$ cat src/ptws_pkg.sv
// Register map, field layout, reset values and carrier types of the
// periodic timer. Assumes an AXI4-Lite master, 32-bit data, one word
// per register at byte address four times the register index.
//
// Functional notes
// - Postscale bits 6..3 pass one period match in every (code + 1).
// - Run bit 2 lets the count advance; when clear the count holds.
// - Prescale bits 1..0: 00 divides by 1, 01 by 4, 1x by 16.
// - Control bit 7 has no function: reads zero, writes are ignored.
`default_nettype none
package ptws_pkg;
    localparam int unsigned ADDR_W = 12;
    localparam int unsigned IDX_W  = 8;

    // Register indices
    localparam logic [IDX_W-1:0] IDX_INT_CTRL = 8'h0B;
    localparam logic [IDX_W-1:0] IDX_FLAGS    = 8'h0C;
    localparam logic [IDX_W-1:0] IDX_COUNT    = 8'h11;
    localparam logic [IDX_W-1:0] IDX_TCTRL    = 8'h12;
    localparam logic [IDX_W-1:0] IDX_ENABLES  = 8'h8C;
    localparam logic [IDX_W-1:0] IDX_PERIOD   = 8'h92;

    // Bus responses
    localparam logic [1:0] RESP_OKAY   = 2'h0;
    localparam logic [1:0] RESP_DECERR = 2'h3;

    // Bit positions
    localparam int unsigned FLAG_PERIOD_BIT = 1;
    localparam int unsigned ENA_PERIOD_BIT  = 1;
    localparam int unsigned GLOBAL_IRQ_BIT  = 7;
    localparam int unsigned PERIPH_IRQ_BIT  = 6;
    localparam int unsigned TCTRL_USED_MSB  = 6;

    // Reset values
    localparam logic [7:0] RST_INT_CTRL = 8'h00;
    localparam logic [7:0] RST_COUNT    = 8'h00;
    localparam logic [6:0] RST_TCTRL    = 7'h00;
    localparam logic [7:0] RST_PERIOD   = 8'hFF;
    localparam logic       RST_FLAG     = 1'h0;
    localparam logic       RST_ENABLE   = 1'h0;

    // Prescaler terminal counts (divide minus one)
    localparam logic [3:0] PRE_LIM_1  = 4'h0;
    localparam logic [3:0] PRE_LIM_4  = 4'h3;
    localparam logic [3:0] PRE_LIM_16 = 4'hF;

    typedef struct packed {
        logic [3:0] output_postscale_sel;
        logic       timer_run;
        logic [1:0] clock_prescale_sel;
    } ptws_ctl_t;

    typedef struct packed {
        logic             en;
        logic [IDX_W-1:0] idx;
        logic [7:0]       data;
    } ptws_wr_t;

    typedef struct packed {
        logic             en;
        logic [IDX_W-1:0] idx;
    } ptws_rd_t;
endpackage
`default_nettype wire

$ cat src/ptws_div.sv
// Modulo divider: passes one input tick in every (limit + 1).
// Assumes clear is raised whenever the limit may have changed.
`timescale 1ns/1ps
`default_nettype none
module ptws_div #(
    parameter int unsigned W = 4
) (
    input  wire logic         sys_clk,
    input  wire logic         reset_n,
    input  wire logic         tick_in,
    input  wire logic         clear,
    input  wire logic [W-1:0] limit,
    output logic              wrap
);
    logic [W-1:0] cnt;
    logic [W-1:0] next_cnt;

    // Clear beats a tick so a restarted divide never ends early
    always_comb begin
        wrap     = tick_in && !clear && (cnt == limit);
        next_cnt = cnt;
        if (clear || wrap) begin
            next_cnt = '0;
        end else if (tick_in) begin
            next_cnt = cnt + W'(1);
        end
    end

    always_ff @(posedge sys_clk or negedge reset_n) begin
        if (!reset_n) begin
            cnt <= '0;
        end else begin
            cnt <= next_cnt;
        end
    end
endmodule
`default_nettype wire

$ cat src/ptws_axil.sv
// AXI4-Lite slave front end: one write and one read under way at most.
// Assumes the parent decodes indices combinationally in the same cycle.
`timescale 1ns/1ps
`default_nettype none
module ptws_axil
    import ptws_pkg::*;
(
    input  wire logic              sys_clk,
    input  wire logic              reset_n,
    input  wire logic [ADDR_W-1:0] s_axi_awaddr,
    input  wire logic              s_axi_awvalid,
    output logic                   s_axi_awready,
    input  wire logic [31:0]       s_axi_wdata,
    input  wire logic [3:0]        s_axi_wstrb,
    input  wire logic              s_axi_wvalid,
    output logic                   s_axi_wready,
    output logic                   s_axi_bvalid,
    output logic [1:0]             s_axi_bresp,
    input  wire logic              s_axi_bready,
    input  wire logic [ADDR_W-1:0] s_axi_araddr,
    input  wire logic              s_axi_arvalid,
    output logic                   s_axi_arready,
    output logic                   s_axi_rvalid,
    output logic [31:0]            s_axi_rdata,
    output logic [1:0]             s_axi_rresp,
    input  wire logic              s_axi_rready,
    output ptws_wr_t               wr,
    output ptws_rd_t               rd,
    input  wire logic              wr_hit,
    input  wire logic              rd_hit,
    input  wire logic [7:0]        rd_data
);
    typedef enum logic {RD_IDLE, RD_RESP} ptws_rst_t;

    ptws_rst_t         rst, next_rst;
    logic              aw_full, next_aw_full, w_full, next_w_full;
    logic [ADDR_W-1:0] awaddr, next_awaddr;
    logic [7:0]        wdata, next_wdata;
    logic              wlane, next_wlane;
    logic              awready, next_awready, wready, next_wready;
    logic              bvalid, next_bvalid, arready, next_arready;
    logic              rvalid, next_rvalid;
    logic [1:0]        bresp, next_bresp, rresp, next_rresp;
    logic [31:0]       rdata, next_rdata;
    logic              fire, aw_ok, ar_ok;

    // Address and data are collected in either order, then applied
    always_comb begin
        next_aw_full = aw_full;
        next_w_full  = w_full;
        next_awaddr  = awaddr;
        next_wdata   = wdata;
        next_wlane   = wlane;
        next_bvalid  = bvalid;
        next_bresp   = bresp;
        fire  = aw_full && w_full && !bvalid;
        aw_ok = (awaddr[ADDR_W-1:IDX_W+2] == '0);
        if (s_axi_awvalid && awready) begin
            next_aw_full = 1'b1;
            next_awaddr  = s_axi_awaddr;
        end
        if (s_axi_wvalid && wready) begin
            next_w_full = 1'b1;
            next_wdata  = s_axi_wdata[7:0];
            next_wlane  = s_axi_wstrb[0];
        end
        if (fire) begin
            next_aw_full = 1'b0;
            next_w_full  = 1'b0;
            next_bvalid  = 1'b1;
            next_bresp   = (aw_ok && wr_hit) ? RESP_OKAY : RESP_DECERR;
        end else if (bvalid && s_axi_bready) begin
            next_bvalid = 1'b0;
        end
        // Narrow registers live in lane 0; other lanes are dropped
        wr.en   = fire && aw_ok && wlane;
        wr.idx  = awaddr[IDX_W+1:2];
        wr.data = wdata;
        next_awready = !next_aw_full && !next_bvalid;
        next_wready  = !next_w_full && !next_bvalid;
    end

    // Read data is sampled at address acceptance, answered next cycle
    always_comb begin
        next_rst   = rst;
        next_rdata = rdata;
        next_rresp = rresp;
        ar_ok  = (s_axi_araddr[ADDR_W-1:IDX_W+2] == '0);
        rd.en  = s_axi_arvalid && arready && ar_ok;
        rd.idx = s_axi_araddr[IDX_W+1:2];
        case (rst)
            RD_IDLE: begin
                if (s_axi_arvalid && arready) begin
                    next_rst   = RD_RESP;
                    next_rdata = {24'h000000,
                                  (rd.en && rd_hit) ? rd_data : 8'h00};
                    next_rresp = (rd.en && rd_hit) ? RESP_OKAY
                                                   : RESP_DECERR;
                end
            end
            RD_RESP: begin
                if (s_axi_rready) begin
                    next_rst = RD_IDLE;
                end
            end
            default: next_rst = RD_IDLE;
        endcase
        next_arready = (next_rst == RD_IDLE);
        next_rvalid  = (next_rst == RD_RESP);
    end

    always_ff @(posedge sys_clk or negedge reset_n) begin
        if (!reset_n) begin
            rst     <= RD_IDLE;
            aw_full <= 1'b0;
            w_full  <= 1'b0;
            awaddr  <= '0;
            wdata   <= 8'h00;
            wlane   <= 1'b0;
            awready <= 1'b1;
            wready  <= 1'b1;
            bvalid  <= 1'b0;
            bresp   <= RESP_OKAY;
            arready <= 1'b1;
            rvalid  <= 1'b0;
            rdata   <= 32'h00000000;
            rresp   <= RESP_OKAY;
        end else begin
            rst     <= next_rst;
            aw_full <= next_aw_full;
            w_full  <= next_w_full;
            awaddr  <= next_awaddr;
            wdata   <= next_wdata;
            wlane   <= next_wlane;
            awready <= next_awready;
            wready  <= next_wready;
            bvalid  <= next_bvalid;
            bresp   <= next_bresp;
            arready <= next_arready;
            rvalid  <= next_rvalid;
            rdata   <= next_rdata;
            rresp   <= next_rresp;
        end
    end

    assign s_axi_awready = awready;
    assign s_axi_wready  = wready;
    assign s_axi_bvalid  = bvalid;
    assign s_axi_bresp   = bresp;
    assign s_axi_arready = arready;
    assign s_axi_rvalid  = rvalid;
    assign s_axi_rdata   = rdata;
    assign s_axi_rresp   = rresp;
endmodule
`default_nettype wire

$ cat src/ptws_top.sv
// Periodic timer with prescaler, period compare and postscaler, plus its
// interrupt flag, enable and global gating, behind an AXI4-Lite slave.
// Assumes one clock; clk_en low freezes the counting chain only.
`timescale 1ns/1ps
`default_nettype none
module ptws_top
    import ptws_pkg::*;
(
    input  wire logic              sys_clk,
    input  wire logic              reset_n,
    input  wire logic              clk_en,
    input  wire logic [ADDR_W-1:0] s_axi_awaddr,
    input  wire logic              s_axi_awvalid,
    output logic                   s_axi_awready,
    input  wire logic [31:0]       s_axi_wdata,
    input  wire logic [3:0]        s_axi_wstrb,
    input  wire logic              s_axi_wvalid,
    output logic                   s_axi_wready,
    output logic                   s_axi_bvalid,
    output logic [1:0]             s_axi_bresp,
    input  wire logic              s_axi_bready,
    input  wire logic [ADDR_W-1:0] s_axi_araddr,
    input  wire logic              s_axi_arvalid,
    output logic                   s_axi_arready,
    output logic                   s_axi_rvalid,
    output logic [31:0]            s_axi_rdata,
    output logic [1:0]             s_axi_rresp,
    input  wire logic              s_axi_rready,
    output logic                   irq,
    output logic                   period_match
);
    ptws_wr_t   wr;
    ptws_rd_t   rd;
    logic       wr_hit, rd_hit;
    logic [7:0] rd_data;

    // Register state
    logic [7:0] int_ctrl, next_int_ctrl;
    logic [7:0] count, next_count;
    logic [7:0] period, next_period;
    ptws_ctl_t  ctl, next_ctl;
    logic       flag, next_flag;
    logic       enable, next_enable;
    logic       next_irq, next_period_match;

    // Counting chain
    logic       tmr_clear, cnt_wr, pre_tick_in, pre_wrap;
    logic       match, post_wrap;
    logic [3:0] pre_limit;

    ptws_axil u_axil (
        .sys_clk       (sys_clk),
        .reset_n       (reset_n),
        .s_axi_awaddr  (s_axi_awaddr),
        .s_axi_awvalid (s_axi_awvalid),
        .s_axi_awready (s_axi_awready),
        .s_axi_wdata   (s_axi_wdata),
        .s_axi_wstrb   (s_axi_wstrb),
        .s_axi_wvalid  (s_axi_wvalid),
        .s_axi_wready  (s_axi_wready),
        .s_axi_bvalid  (s_axi_bvalid),
        .s_axi_bresp   (s_axi_bresp),
        .s_axi_bready  (s_axi_bready),
        .s_axi_araddr  (s_axi_araddr),
        .s_axi_arvalid (s_axi_arvalid),
        .s_axi_arready (s_axi_arready),
        .s_axi_rvalid  (s_axi_rvalid),
        .s_axi_rdata   (s_axi_rdata),
        .s_axi_rresp   (s_axi_rresp),
        .s_axi_rready  (s_axi_rready),
        .wr            (wr),
        .rd            (rd),
        .wr_hit        (wr_hit),
        .rd_hit        (rd_hit),
        .rd_data       (rd_data)
    );

    function automatic logic idx_mapped(input logic [IDX_W-1:0] idx);
        case (idx)
            IDX_INT_CTRL, IDX_FLAGS, IDX_COUNT,
            IDX_TCTRL, IDX_ENABLES, IDX_PERIOD: idx_mapped = 1'b1;
            default:                            idx_mapped = 1'b0;
        endcase
    endfunction

    // Address decode and read mux; unused bits read as zero
    always_comb begin
        wr_hit  = idx_mapped(wr.idx);
        rd_hit  = idx_mapped(rd.idx);
        rd_data = 8'h00;
        case (rd.idx)
            IDX_INT_CTRL: rd_data = int_ctrl;
            IDX_FLAGS:    rd_data[FLAG_PERIOD_BIT] = flag;
            IDX_COUNT:    rd_data = count;
            IDX_TCTRL:    rd_data = {1'b0, ctl};
            IDX_ENABLES:  rd_data[ENA_PERIOD_BIT] = enable;
            IDX_PERIOD:   rd_data = period;
            default:      rd_data = 8'h00;
        endcase
    end

    // Prescale select to terminal count; both 1x codes give sixteen
    always_comb begin
        case (ctl.clock_prescale_sel)
            2'h0:    pre_limit = PRE_LIM_1;
            2'h1:    pre_limit = PRE_LIM_4;
            default: pre_limit = PRE_LIM_16;
        endcase
    end

    // A write to the count or control restarts both scalers, so a new
    // divide ratio never starts from a stale partial count
    always_comb begin
        cnt_wr      = wr.en && (wr.idx == IDX_COUNT);
        tmr_clear   = cnt_wr || (wr.en && (wr.idx == IDX_TCTRL));
        pre_tick_in = clk_en && ctl.timer_run;
        match       = pre_wrap && (count == period);
    end

    ptws_div #(.W(4)) u_pre (
        .sys_clk (sys_clk),
        .reset_n (reset_n),
        .tick_in (pre_tick_in),
        .clear   (tmr_clear),
        .limit   (pre_limit),
        .wrap    (pre_wrap)
    );

    // Postscaler counts period matches, not prescaled ticks
    ptws_div #(.W(4)) u_post (
        .sys_clk (sys_clk),
        .reset_n (reset_n),
        .tick_in (match),
        .clear   (tmr_clear),
        .limit   (ctl.output_postscale_sel),
        .wrap    (post_wrap)
    );

    // Register writes; a software write to the count beats an increment
    always_comb begin
        next_int_ctrl = int_ctrl;
        next_count    = count;
        next_period   = period;
        next_ctl      = ctl;
        next_enable   = enable;
        if (cnt_wr) begin
            next_count = wr.data;
        end else if (pre_wrap) begin
            next_count = match ? 8'h00 : count + 8'h01;
        end
        if (wr.en) begin
            case (wr.idx)
                IDX_INT_CTRL: next_int_ctrl = wr.data;
                IDX_TCTRL:    next_ctl = wr.data[TCTRL_USED_MSB:0];
                IDX_ENABLES:  next_enable = wr.data[ENA_PERIOD_BIT];
                IDX_PERIOD:   next_period = wr.data;
                default:      next_period = period;
            endcase
        end
    end

    // Sticky flag: a wrap in the same cycle as the clearing read wins
    always_comb begin
        next_flag = flag;
        if (post_wrap) begin
            next_flag = 1'b1;
        end else if (rd.en && (rd.idx == IDX_FLAGS)) begin
            next_flag = 1'b0;
        end
        next_irq = next_flag && next_enable
                   && next_int_ctrl[GLOBAL_IRQ_BIT]
                   && next_int_ctrl[PERIPH_IRQ_BIT];
        next_period_match = match;
    end

    always_ff @(posedge sys_clk or negedge reset_n) begin
        if (!reset_n) begin
            int_ctrl     <= RST_INT_CTRL;
            count        <= RST_COUNT;
            period       <= RST_PERIOD;
            ctl          <= RST_TCTRL;
            flag         <= RST_FLAG;
            enable       <= RST_ENABLE;
            irq          <= 1'b0;
            period_match <= 1'b0;
        end else begin
            int_ctrl     <= next_int_ctrl;
            count        <= next_count;
            period       <= next_period;
            ctl          <= next_ctl;
            flag         <= next_flag;
            enable       <= next_enable;
            irq          <= next_irq;
            period_match <= next_period_match;
        end
    end

    // Helper counters that only the checks below read
    logic [3:0] gap, next_gap, match_cnt, next_match_cnt;

    always_comb begin
        next_gap       = gap;
        next_match_cnt = match_cnt;
        if (tmr_clear || pre_wrap) begin
            next_gap = 4'h0;
        end else if (pre_tick_in) begin
            next_gap = gap + 4'h1;
        end
        if (tmr_clear || post_wrap) begin
            next_match_cnt = 4'h0;
        end else if (match) begin
            next_match_cnt = match_cnt + 4'h1;
        end
    end

    always_ff @(posedge sys_clk or negedge reset_n) begin
        if (!reset_n) begin
            gap       <= 4'h0;
            match_cnt <= 4'h0;
        end else begin
            gap       <= next_gap;
            match_cnt <= next_match_cnt;
        end
    end

    chk_post_ratio: assert property (
        @(posedge sys_clk) disable iff (!reset_n)
        post_wrap |-> match_cnt == ctl.output_postscale_sel)
        else $error("postscaler wrapped at the wrong match count");

    chk_stop_holds: assert property (
        @(posedge sys_clk) disable iff (!reset_n)
        (!ctl.timer_run && !cnt_wr) |=> $stable(count))
        else $error("count moved while the timer was stopped");

    chk_pre_ratio: assert property (
        @(posedge sys_clk) disable iff (!reset_n)
        pre_wrap |-> gap == pre_limit)
        else $error("prescaler passed a tick at the wrong ratio");

    chk_pre_one: assert property (
        @(posedge sys_clk) disable iff (!reset_n)
        (pre_tick_in && ctl.clock_prescale_sel == 2'h0 && !tmr_clear)
        |-> pre_wrap)
        else $error("divide by one missed a tick");

    chk_msb_zero: assert property (
        @(posedge sys_clk) disable iff (!reset_n)
        (rd.en && rd.idx == IDX_TCTRL) |=> s_axi_rdata[7] == 1'b0)
        else $error("unused control bit read back as one");

    chk_wrap_zero: assert property (
        @(posedge sys_clk) disable iff (!reset_n)
        (match && !cnt_wr) |=> (count == 8'h00)
        && period_match)
        else $error("count did not return to zero after a match");

    chk_flag_irq: assert property (
        @(posedge sys_clk) disable iff (!reset_n)
        (post_wrap && enable && int_ctrl[GLOBAL_IRQ_BIT]
         && int_ctrl[PERIPH_IRQ_BIT] && !wr.en) |=> flag && irq)
        else $error("postscaler wrap did not raise flag and irq");

    // With a postscale of one every match must reach the flag
    chk_post_one: assert property (
        @(posedge sys_clk) disable iff (!reset_n)
        (match && ctl.output_postscale_sel == 4'h0) |-> post_wrap)
        else $error("postscale of one missed a match");

    // Clock enable low must freeze the count as hard as a stop does
    chk_freeze_holds: assert property (
        @(posedge sys_clk) disable iff (!reset_n)
        (!clk_en && !cnt_wr) |=> $stable(count))
        else $error("count moved while the clock enable was low");

    // A clearing read loses only to a new event in the same cycle
    chk_flag_clear: assert property (
        @(posedge sys_clk) disable iff (!reset_n)
        (rd.en && rd.idx == IDX_FLAGS && !post_wrap) |=> !flag)
        else $error("reading the flags did not clear the flag");

    // The interrupt is a pure level of its four stored gates
    chk_irq_gated: assert property (
        @(posedge sys_clk) disable iff (!reset_n)
        irq == (flag && enable && int_ctrl[GLOBAL_IRQ_BIT]
                && int_ctrl[PERIPH_IRQ_BIT]))
        else $error("irq level disagrees with its gates");

    // Bus answers must stand until the master takes them
    chk_bresp_hold: assert property (
        @(posedge sys_clk) disable iff (!reset_n)
        (s_axi_bvalid && !s_axi_bready)
        |=> s_axi_bvalid && $stable(s_axi_bresp))
        else $error("write response dropped before it was taken");

    chk_rdata_hold: assert property (
        @(posedge sys_clk) disable iff (!reset_n)
        (s_axi_rvalid && !s_axi_rready)
        |=> s_axi_rvalid && $stable(s_axi_rdata))
        else $error("read data dropped before it was taken");
endmodule
`default_nettype wire

$ cat config.mk
export PLATFORM = sky130hd
export DESIGN_NAME = ptws_top
export DESIGN_NICKNAME = d
export VERILOG_FILES = /design/src/ptws_pkg.sv /design/src/ptws_div.sv /design/src/ptws_axil.sv /design/src/ptws_top.sv
export SDC_FILE = /design/constraint.sdc
export NUM_CORES = 1
export LEC_CHECK = 0
export ABC_AREA = 1
export BUFFER_PORTS_ARGS = -buffer_cell sky130_fd_sc_hd__buf_2
export CAP_MARGIN = 20
export CORE_MARGIN = 4
export CORE_UTILIZATION = 46
export CTS_CLUSTER_DIAMETER = 40
export CTS_CLUSTER_SIZE = 12
export DETAILED_ROUTE_END_ITERATION = 8
export PLACE_DENSITY = 0.86
export SLEW_MARGIN = 20
export SYNTH_ARGS = -nofsm -noshare
export SYNTH_HDL_FRONTEND = slang
export SYNTH_SLANG_ARGS = --single-unit
export TNS_END_PERCENT = 20
$ cat constraint.sdc
create_clock -name sys_clk -period 1.75 [get_ports sys_clk]
set_clock_uncertainty 0.2 [all_clocks]
set_input_delay 0.175 -clock sys_clk [delete_from_list [all_inputs] [get_ports sys_clk]]
set_output_delay 0.175 -clock sys_clk [all_outputs]
set_load 0.02 [all_outputs]
# Yosys cells after proc, flatten, opt, wreduce, memory -nomap -nowiden
# Cells that the tools add are included.
classes:
  n_reduce_logical: 45
  n_bitwise: 2
  add_sub_neg: 3
  mux: 31
  eq_ne: 16
ops:
  columns: ["cell", "n"]
  rows:
  - ["$mux 8", 6]
  - ["$eq 8x4->1 const B", 4]
  - ["$eq 8x5->1 const B", 4]
  - ["$eq 8x8->1 const B", 4]
  - ["$logic_and 1x1->1", 25]
  - ["$pmux 6 s4", 1]
  - ["$mux 4", 4]
  - ["$mux 1", 14]
  - ["$reduce_or 6->1", 2]
  - ["$add 4x1->4 const B", 2]
  - ["$add 8x1->8 const B", 1]
  - ["$eq 4x4->1", 2]
  - ["$eq 8x8->1", 1]
  - ["$pmux 4 s2", 1]
  - ["$reduce_and 2->1", 4]
  - ["$logic_not 2->1", 3]
  - ["$pmux 1 s6", 1]
  - ["$reduce_bool 2->1", 3]
  - ["$logic_not 1->1", 5]
  - ["$mux 2", 2]
  - ["$pmux 1 s4", 1]
  - ["$logic_or 1x1->1", 3]
  - ["$eq 2x1->1 const B", 1]
  - ["$not 1->1", 2]
  - ["$pmux 1 s2", 1]
totals:
  ff_bits: 83
  wordCells: 123

# Depth between registers and ports, before layout
# Gate-level depths: netlist of run 1.
depth:
  word_depth: 16
  mapped_depth: 12
  ltp_nobuf: 12

# Cells and area by module
# Synthesis of run 1 repeated with hierarchy kept, for this count alone.
unflattened:
  hier_cells: 630
  area_unflattened_um2: 4719.5
by_module_without_submodules:
  columns: ["mod", "cells_each", "area_each_um2", "seq_area_each_um2", "n_inst"]
  rows:
  - ["ptws_top", 355, 2338.5, 885.8, 1]
  - ["ptws_axil", 199, 1848.0, 904.6, 1]
  - ["ptws_div", 38, 266.5, 100.1, 2]

# Least setup slack after synthesis of run 1
# OpenSTA, ideal clock, no wires.
synth_timing:
  path_type: "flip-flop to flip-flop"
  start: "reg u_axil.bvalid (netlist: u_axil.s_axi_bvalid)"
  end: "reg u_post.cnt[2]"
  n_path_buf: 1
  t_required_ns: 1.485
  period_less_slack_ns: 1.745
  path_stages_with_launch: 11
  setup_slack_ns: 0.005
  arrival_time_ns: 1.480
  cell_sequence: "dfrtp_1 -> nor2_4 -> nand3_4 -> nor2_8 -> nor2_8 -> nand2_4 -> buf_8 -> nor2_8 -> nor2_4 -> nand2_1 -> nand2_1"
synth_via:
  elab_chain_len: 14
synth_rtl:
  columns: ["item", "line_no", "rtl"]
  rows:
  - ["from (decl)", "ptws_axil.sv:41", "logic bvalid, next_bvalid, arready, next_arready;"]
  - ["from (signal assigned)", "ptws_axil.sv:137", "bvalid <= next_bvalid;"]
  - ["$logic_not 1->1 *", "ptws_axil.sv:56", "fire = aw_full && w_full && !bvalid;"]
  - ["$logic_and 1x1->1 *", "ptws_axil.sv:56", null]
  - ["$logic_and 1x1->1 * (2 in a row)", "ptws_axil.sv:76", "wr.en = fire && aw_ok && wlane;"]
  - ["$logic_and 1x1->1, on equally long branches", "ptws_top.sv:114, ptws_top.sv:115", null]
  - ["$logic_or 1x1->1 *", "ptws_top.sv:115", "tmr_clear = cnt_wr || (wr.en && (wr.idx == IDX_TCTRL));"]
  - ["$logic_not 1->1 *", "ptws_div.sv:20", "wrap = tick_in && !clear && (cnt == limit);"]
  - ["$logic_and 1x1->1 * (2 in a row)", "ptws_div.sv:20", null]
  - ["$logic_and 1x1->1 *", "ptws_top.sv:117", "match = pre_wrap && (count == period);"]
  - ["net match", "ptws_top.sv:48", "logic match, post_wrap;"]
  - ["$logic_and 1x1->1 (2 in a row)", "ptws_div.sv:20", null]
  - ["$logic_or 1x1->1", "ptws_div.sv:22", "if (clear || wrap) begin"]
  - ["$mux 4 or $reduce_bool 2->1 (tied branches)", null, null]
  - ["to (signal assigned)", "ptws_div.sv:33", "cnt <= next_cnt;"]
  - ["to (decl)", "ptws_div.sv:15", "logic [W-1:0] cnt;"]
# The timed path passes the listed nets; every way through them passes the cells marked *.
# A chain may end at the register's enable or synchronous reset.

# Final worst setup path of run 1
layout_timing:
  start: "reg period[5]"
  end: "reg count[6]"
layout_via:
  elab_chain_len: 5
layout_rtl:
  columns: ["item", "line_no", "rtl"]
  rows:
  - ["from (decl)", "ptws_top.sv:40", "logic [7:0] period, next_period;"]
  - ["from (signal assigned)", "ptws_top.sv:189", "period <= next_period;"]
  - ["$eq 8x8->1", "ptws_top.sv:117", null]
  - ["$logic_and 1x1->1", "ptws_top.sv:117", null]
  - ["$mux 8", "ptws_top.sv:149", "next_count = match ? 8'h00 : count + 8'h01;"]
  - ["$mux 8", "ptws_top.sv:148", "end else if (pre_wrap) begin"]
  - ["$mux 8", "ptws_top.sv:146", "if (cnt_wr) begin"]
  - ["to (signal assigned)", "ptws_top.sv:188", "count <= next_count;"]
  - ["to (decl)", "ptws_top.sv:39", "logic [7:0] count, next_count;"]
# No other way between the ends. The select of a mux whose other input is x is not followed.

==> results of run 1 <==
## registers in the layout (all words and copies together), names as in the netlist, 4 cells and up
signal,cells
period,8
u_pre.cnt,4
int_ctrl,8
ctl,7
count,8
u_axil.s_axi_rdata,8
u_axil.wdata,8
u_axil.awaddr,10
u_post.cnt,4
## logic make-up after synthesis
group	after synthesis	share of synthesized area (%)
AO/OA/AOI/OAI	78	9.18
multiplexers	1	0.229
XOR/XNOR	14	2.81
AND/OR/NAND/NOR	286	29.8
adder cells (fa/ha/maj)	3	0.861
other	1	0.0860
buffers and inverters	102	11.4
flip-flops	79	45.6
## metrics by stage
step	utilization (%)	cell area (sq um)
3_5_place_dp	54.9	5070
2_1_floorplan	-	4450
6_report	62.1	5730
4_1_cts	60.8	5620
5_1_grt	62.1	5730
3_3_place_gp	54.9	5070
## where the power goes
group	switching, mW	internal (mW)
sequential	0.242	2.20
combinational	1.16	0.632
clock	0.691	0.952
total	2.09	3.78
## per-layer routing
layer  GRT usage, %  part of all wire (%)
met3           4.47                   8.0
met1           25.3                    39
met4           4.97                   1.5
met5              0                     0
met2           36.5                    51
## what timing repair did
action | 4_1_cts | 5_1_grt
setup endpoints to repair | 17 | 29
endpoints found under the hold margin | 103 | 0
gates cloned | 0 | 1
gates resized for setup | 15 | 28
hold buffers | 24 | 0
setup buffers | 2 | 2
pin swaps | 3 | 16
## placed cells by master, fill, tap and decap left out, drive strengths merged
master	count
bufinv	3
nand4	11
ha	3
clkinv	3
dfstp	11
and3	1
dlygate4sd3	24
buf	112
clkbuf	9
nor3	8
and2	1
clkinvlp	2
o22ai	1
xnor2	2
inv	67
xor2	12
o21ai	64
o211a	1
mux2i	1
nor2	56
nand2	176
nand3	33
a21oi	12
dfrtp	68
conb	24
or2	1
## area by class of cell
| type | instances | share of cell area [%] |
|---|---|---|
| Sequential cell | 79 | 34.7 |
| Multi-Input combinational cell | 407 | 36.5 |
| Clock inverter | 7 | 2.09 |
| Tap cell | 129 | 2.81 |
| Inverter | 68 | 4.52 |
| Clock buffer | 9 | 2.16 |
| Timing Repair Buffer | 136 | 17.2 |
## final timing paths
kind	startpoint	end	slack, ns	depth (start not counted)
max in group asynchronous	reset_n	period[4]	0.80	3
min reg2reg	u_axil.rst	u_axil.s_axi_arready	0.25	1
max reg2reg	period[5]	count[6]	-0.11	9
min in group asynchronous	reset_n	u_axil.awaddr[10]	0.17	3
min	clk_en	u_pre.cnt[1]	0.03	5
max	period[5]	count[6]	-0.11	9
## worst max-delay path: stages, from the launching register on
cell and delay (ns):
dfstp_2 0.54, inv_1 0.04, nand2_1 0.05, nand2_1 0.06
nor2_1 0.16, nand2_2 0.10, nor2_4 0.22, nand3_2 0.19
nand4_1 0.15, nand2_1 0.05
==> results_dict.tcl, run 1 <==
set metrics [dict create \
    numClockSinks 79 \
    viasPerCell 4.96 \
    grt_setup_unrepaired "true" \
    die_y_um 105 \
    layout-drive-gt1-share_pct 28.8 \
    synth.distinct_cells 36 \
    gp_congestion 0.871 \
    wl_per_cell_um 13.6 \
    multiInputGateArea_sq_um 2090 \
    grt_overflow 0 \
    p_per_area_nw_per_um2 1020 \
    grt_max_degree 80 \
    ir_worst_vdd_mv 0.813 \
    crit_arrival_ns 1.91 \
    synthCells 564 \
    dp_slack_ns -0.157 \
    route.detailed.drc 0 \
    h-tree-depth 3 \
    setup_viol 15 \
    grt_antenna_before_repair 0 \
    crit_path_max_fanout 5 \
    clock_latency_ns 0.36 \
    period_needed_ns 1.86 \
    synthTopCellsByArea "dfrtp_1 39%, nand2_1 15%, o21ai_0 7.0%" \
    fmax_mhz 537 \
    cts_made_buffers 9 \
    routed_wl_um 11400 \
    timing.final.ws_setup_ns -0.113 \
    synth_area_sq_um 4360 \
    synth_top_flop_cell "dfrtp_1" \
    synth-edff-count 0 \
    first_pass_iters 5 \
    area_growth_syn_to_layout_pct 31.5 \
    finalNetCount 772 \
    cts_tree "yes" \
    core_area_sq_um 9240 \
    maxSlewViolCount 0 \
    ys_ff_latch 79 \
    clockBufferDepth 2 \
    async_reset_ff_share_pct 100 \
    dieArea_sq_um 11100 \
    dpl.cell_count 790 \
    finalPower_mw 5.87 \
    layoutNonFillerInstCount 835 \
    worst_setup_path_start_kind "register" \
    post_synth.cell_area_avg_sq_um 7.73 \
    antennaDiodeCount 0 \
    hold_ws_ns 0.0293 \
    ant_nets 0 \
    die_x_um 105 \
    period_share_pct 106 \
    max_cap_viol_count 0 \
    status "finished with violations" \
    nFillCells 741 \
    synth_largest_area_cell "dfrtp_1" \
    cts_root_buf "clkbuf_8" \
    drt_iter0_drc 270 \
    end_kind "register" \
    dp_hpwl_um 7760 \
    synth.most_common_cell "nand2_1" \
    worstSetupPathType "register to register" \
    synth_top_area_share_pct 39.0 \
    via_count 4143 \
    violations "setup timing" \
    regArea_sq_um 1990 \
    io_buffers 55 \
    synth_common_cells "169 x nand2_1, 68 x dfrtp_1, 61 x o21ai_0" \
    final.setup.tns_ns -1.20 \
    hold_violations 0 \
    clk_pin_slew_ns 0.08 \
    hp-class "input port to register" \
    grt_pass1_wl_um 18400 \
    start_util_pct 47.2 \
    synth-seq-area-share_pct 45.6 \
    rows 35 \
    p_leak_nw 2.98 \
    grt_pass1_vias 3949 \
    ys_warn_count 0 \
    grt.total_usage_pct 20.5 \
    ios 111 \
    crit_required_ns 1.80 \
]
Power figures use the tool's default switching activity.
==> run 2, diff against run 1 <==
CELL_PAD_IN_SITES_DETAIL_PLACEMENT = 1   (was default)
CELL_PAD_IN_SITES_GLOBAL_PLACEMENT = 1   (was default)
CORE_UTILIZATION = 35   (was 46)
PLACE_DENSITY = 0.89   (was 0.86)
==> run 2 against run 1 <==
The flow still finishes with violations (setup timing). Flip-flop and latch count unchanged. Fmax decreased by 1.9%. Via count increased by 3.3%. Register-to-register slack got worse by 0.04 ns. Combinational power increased by 13%. Hold slack got worse by 0.021 ns. Sequential share of layout area decreased by 1.7 points. Critical path type unchanged. Critical endpoint is now count[3].
==> results_dict.tcl, run 2 (synthesis results as in run 1) <==
set metrics [dict create \
    crit_slowest_cell "dfrtp_1" \
    setup_viol 19 \
    ant_nets 0 \
    clk_pin_slew_ns 0.06 \
    die_y_um 120 \
    layoutNonFillerInstCount 895 \
    max_cap_viol_count 0 \
    grt_antenna_before_repair 0 \
    grt_pass1_wl_um 23300 \
    clock_power_share_pct 28.1 \
    maxSlewViolCount 0 \
    grt_max_degree 33 \
    p_int_mw 3.92 \
    grt.total_usage_pct 20.5 \
    dp_slack_ns -0.233 \
    worstSetupPathType "register to register" \
    final_cell_mix "148 x nand2_1, 68 x dfrtp_1, 68 x buf_4" \
    area_growth_syn_to_layout_pct 38.4 \
    worst_setup_path_start_kind "register" \
    grt_pass1_vias 4701 \
    grt_use_met2_pct 39.9 \
    path_buf_inv 2 \
    multiInputGateArea_sq_um 2150 \
    worstReg2RegStart "u_axil.awaddr[4]" \
    reg2reg_to "count[3]" \
    dp_hpwl_um 10100 \
    h-tree-depth 3 \
    largest_reg_flops 10 \
    period_needed_ns 1.90 \
    crit_arrival_ns 1.94 \
    crit_required_ns 1.79 \
    period_share_pct 108 \
    grt_overflow 0 \
    combPwrFrac_pct 32.4 \
    cts_tree "yes" \
    rows 40 \
    drt_iter0_drc 203 \
    nFillCells 1526 \
    grtUsageMet1_pct 22.0 \
    cts_made_buffers 9 \
    crit_path_max_fanout 8 \
    violations "setup timing" \
    route.detailed.drc 0 \
    gp_congestion 0.910 \
    finalNetCount 793 \
    cts_root_buf "clkbuf_16" \
    start_util_pct 36.0 \
    dieArea_sq_um 14300 \
    p_sw_mw 2.35 \
    crit_top_cell "nand2_4" \
    cpPeakStageDelay_ns 0.43 \
    regArea_sq_um 1990 \
    antennaDiodeCount 0 \
    fmax_mhz 527 \
    numClockSinks 79 \
    r2r_cells 11 \
    routed_wl_um 15000 \
    wl_per_cell_um 16.7 \
    grt_setup_unrepaired "true" \
    via_count 4278 \
    swShare_pct 37.5 \
    io_buffers 55 \
    hold_violations 0 \
    use_met3_pct 4.24 \
    core_area_sq_um 12100 \
    ir_worst_vdd_mv 0.909 \
    layout-drive-gt1-share_pct 33.3 \
    power_frac_seq_pct 39.5 \
    clockBufferDepth 2 \
    status "finished with violations" \
    die_x_um 120 \
    grt_busiest_layer "met2" \
    p_leak_nw 3.09 \
    largest_register "u_axil.awaddr" \
    clock_latency_ns 0.35 \
    first_pass_iters 4 \
    layout_commonest_cell "nand2_1" \
    dpl.cell_count 834 \
    viasPerCell 4.78 \
    cpLargestDelayFamily "simple AND/OR/NAND/NOR gates" \
    hp-class "input port to async pin" \
    timing.final.ws_setup_ns -0.148 \
    p_per_area_nw_per_um2 1040 \
    crit_path_cell_trace "inv_2, nand2_4, nor2_4, nand2_4, nor2_8, nor2_8, nand2_4, buf_6, o21ai_2, nand2_1, nand2_1" \
    rrSetupSlack_ns -0.15 \
    end_kind "register" \
    ios 111 \
    setup.worst_path.start "u_axil.awaddr[4]" \
]
-- run 2: cell types whose count changed in the layout (fill, tap and decap cells not counted), sizes merged --
cell / delta
buf: +19
bufinv: -3
clkbuf: +3
clkinvlp: +1
dlygate4sd3: +2
inv: -1
-- run 2: cell type report --
cell class,count,area share [%]
multi-input cells,407,35.6
flip-flops and latches,79,33.0
repair buffers,157,19.1
inverters,68,4.39
clock buffers,12,4.08
well taps,168,3.48
clock inverters,4,0.373
-- run 2: timing repair --
| action | in CTS | in global routing |
|---|---|---|
| gates cloned | 1 | 0 |
| setup buffers | 9 | 9 |
| hold buffers | 26 | 0 |
| resized for setup | 27 | 51 |
| endpoints found under the hold margin | 98 | 0 |
| setup endpoints to repair | 31 | 47 |
| pin swaps | 13 | 20 |
-- run 2: worst max-delay path by stage --
| stage | to | cells after the start |
|---|---|---|
| 6_report | count[3] | 11 |
| 5_1_grt | u_post.cnt[3] | 12 |
| 4_1_cts | u_post.cnt[2] | 12 |
| 3_5_place_dp | count[5] | 11 |
| 3_3_place_gp | count[2] | 11 |
| 2_1_floorplan | u_post.cnt[2] | 10 |
-- run 2: per-layer routing --
| metal | routed length, um | part of all wire [%] | vias up |
|---|---|---|---|
| met5 | 0 | 0 | - |
| met4 | 305 | 2.0 | 0 |
| met3 | 654 | 4.4 | 23 |
| met2 | 8290 | 55 | 117 |
| met1 | 5720 | 38 | 2085 |
| li1 | - | - | 2053 |
-- run 2: power by group through the flow --
stage	clock [mW]	sequential, mW	combinational [mW]
after global routing	1.85	2.50	2.22
after detailed placement	0	2.45	1.64
after global placement	0	2.42	1.53
after floorplan	0	2.48	0.949
after CTS	1.77	2.44	1.82
final	1.76	2.47	2.03
-- run 2: per-stage QoR --
step / TNS (ns) / area (sq um) / hold slack [ns] / util (%) / power (mW)
after floorplan: 0 / 4450 / -0.321 / - / 3.43
after global placement: -1.38 / 5140 / -0.166 / 42.5 / 3.95
after detailed placement: -3.28 / 5140 / -0.165 / 42.5 / 4.10
after CTS: -0.946 / 5830 / 0.00574 / 48.1 / 6.04
after global routing: -2.91 / 6040 / 0.0193 / 49.8 / 6.57
final: -1.68 / 6040 / 0.00782 / 49.8 / 6.27
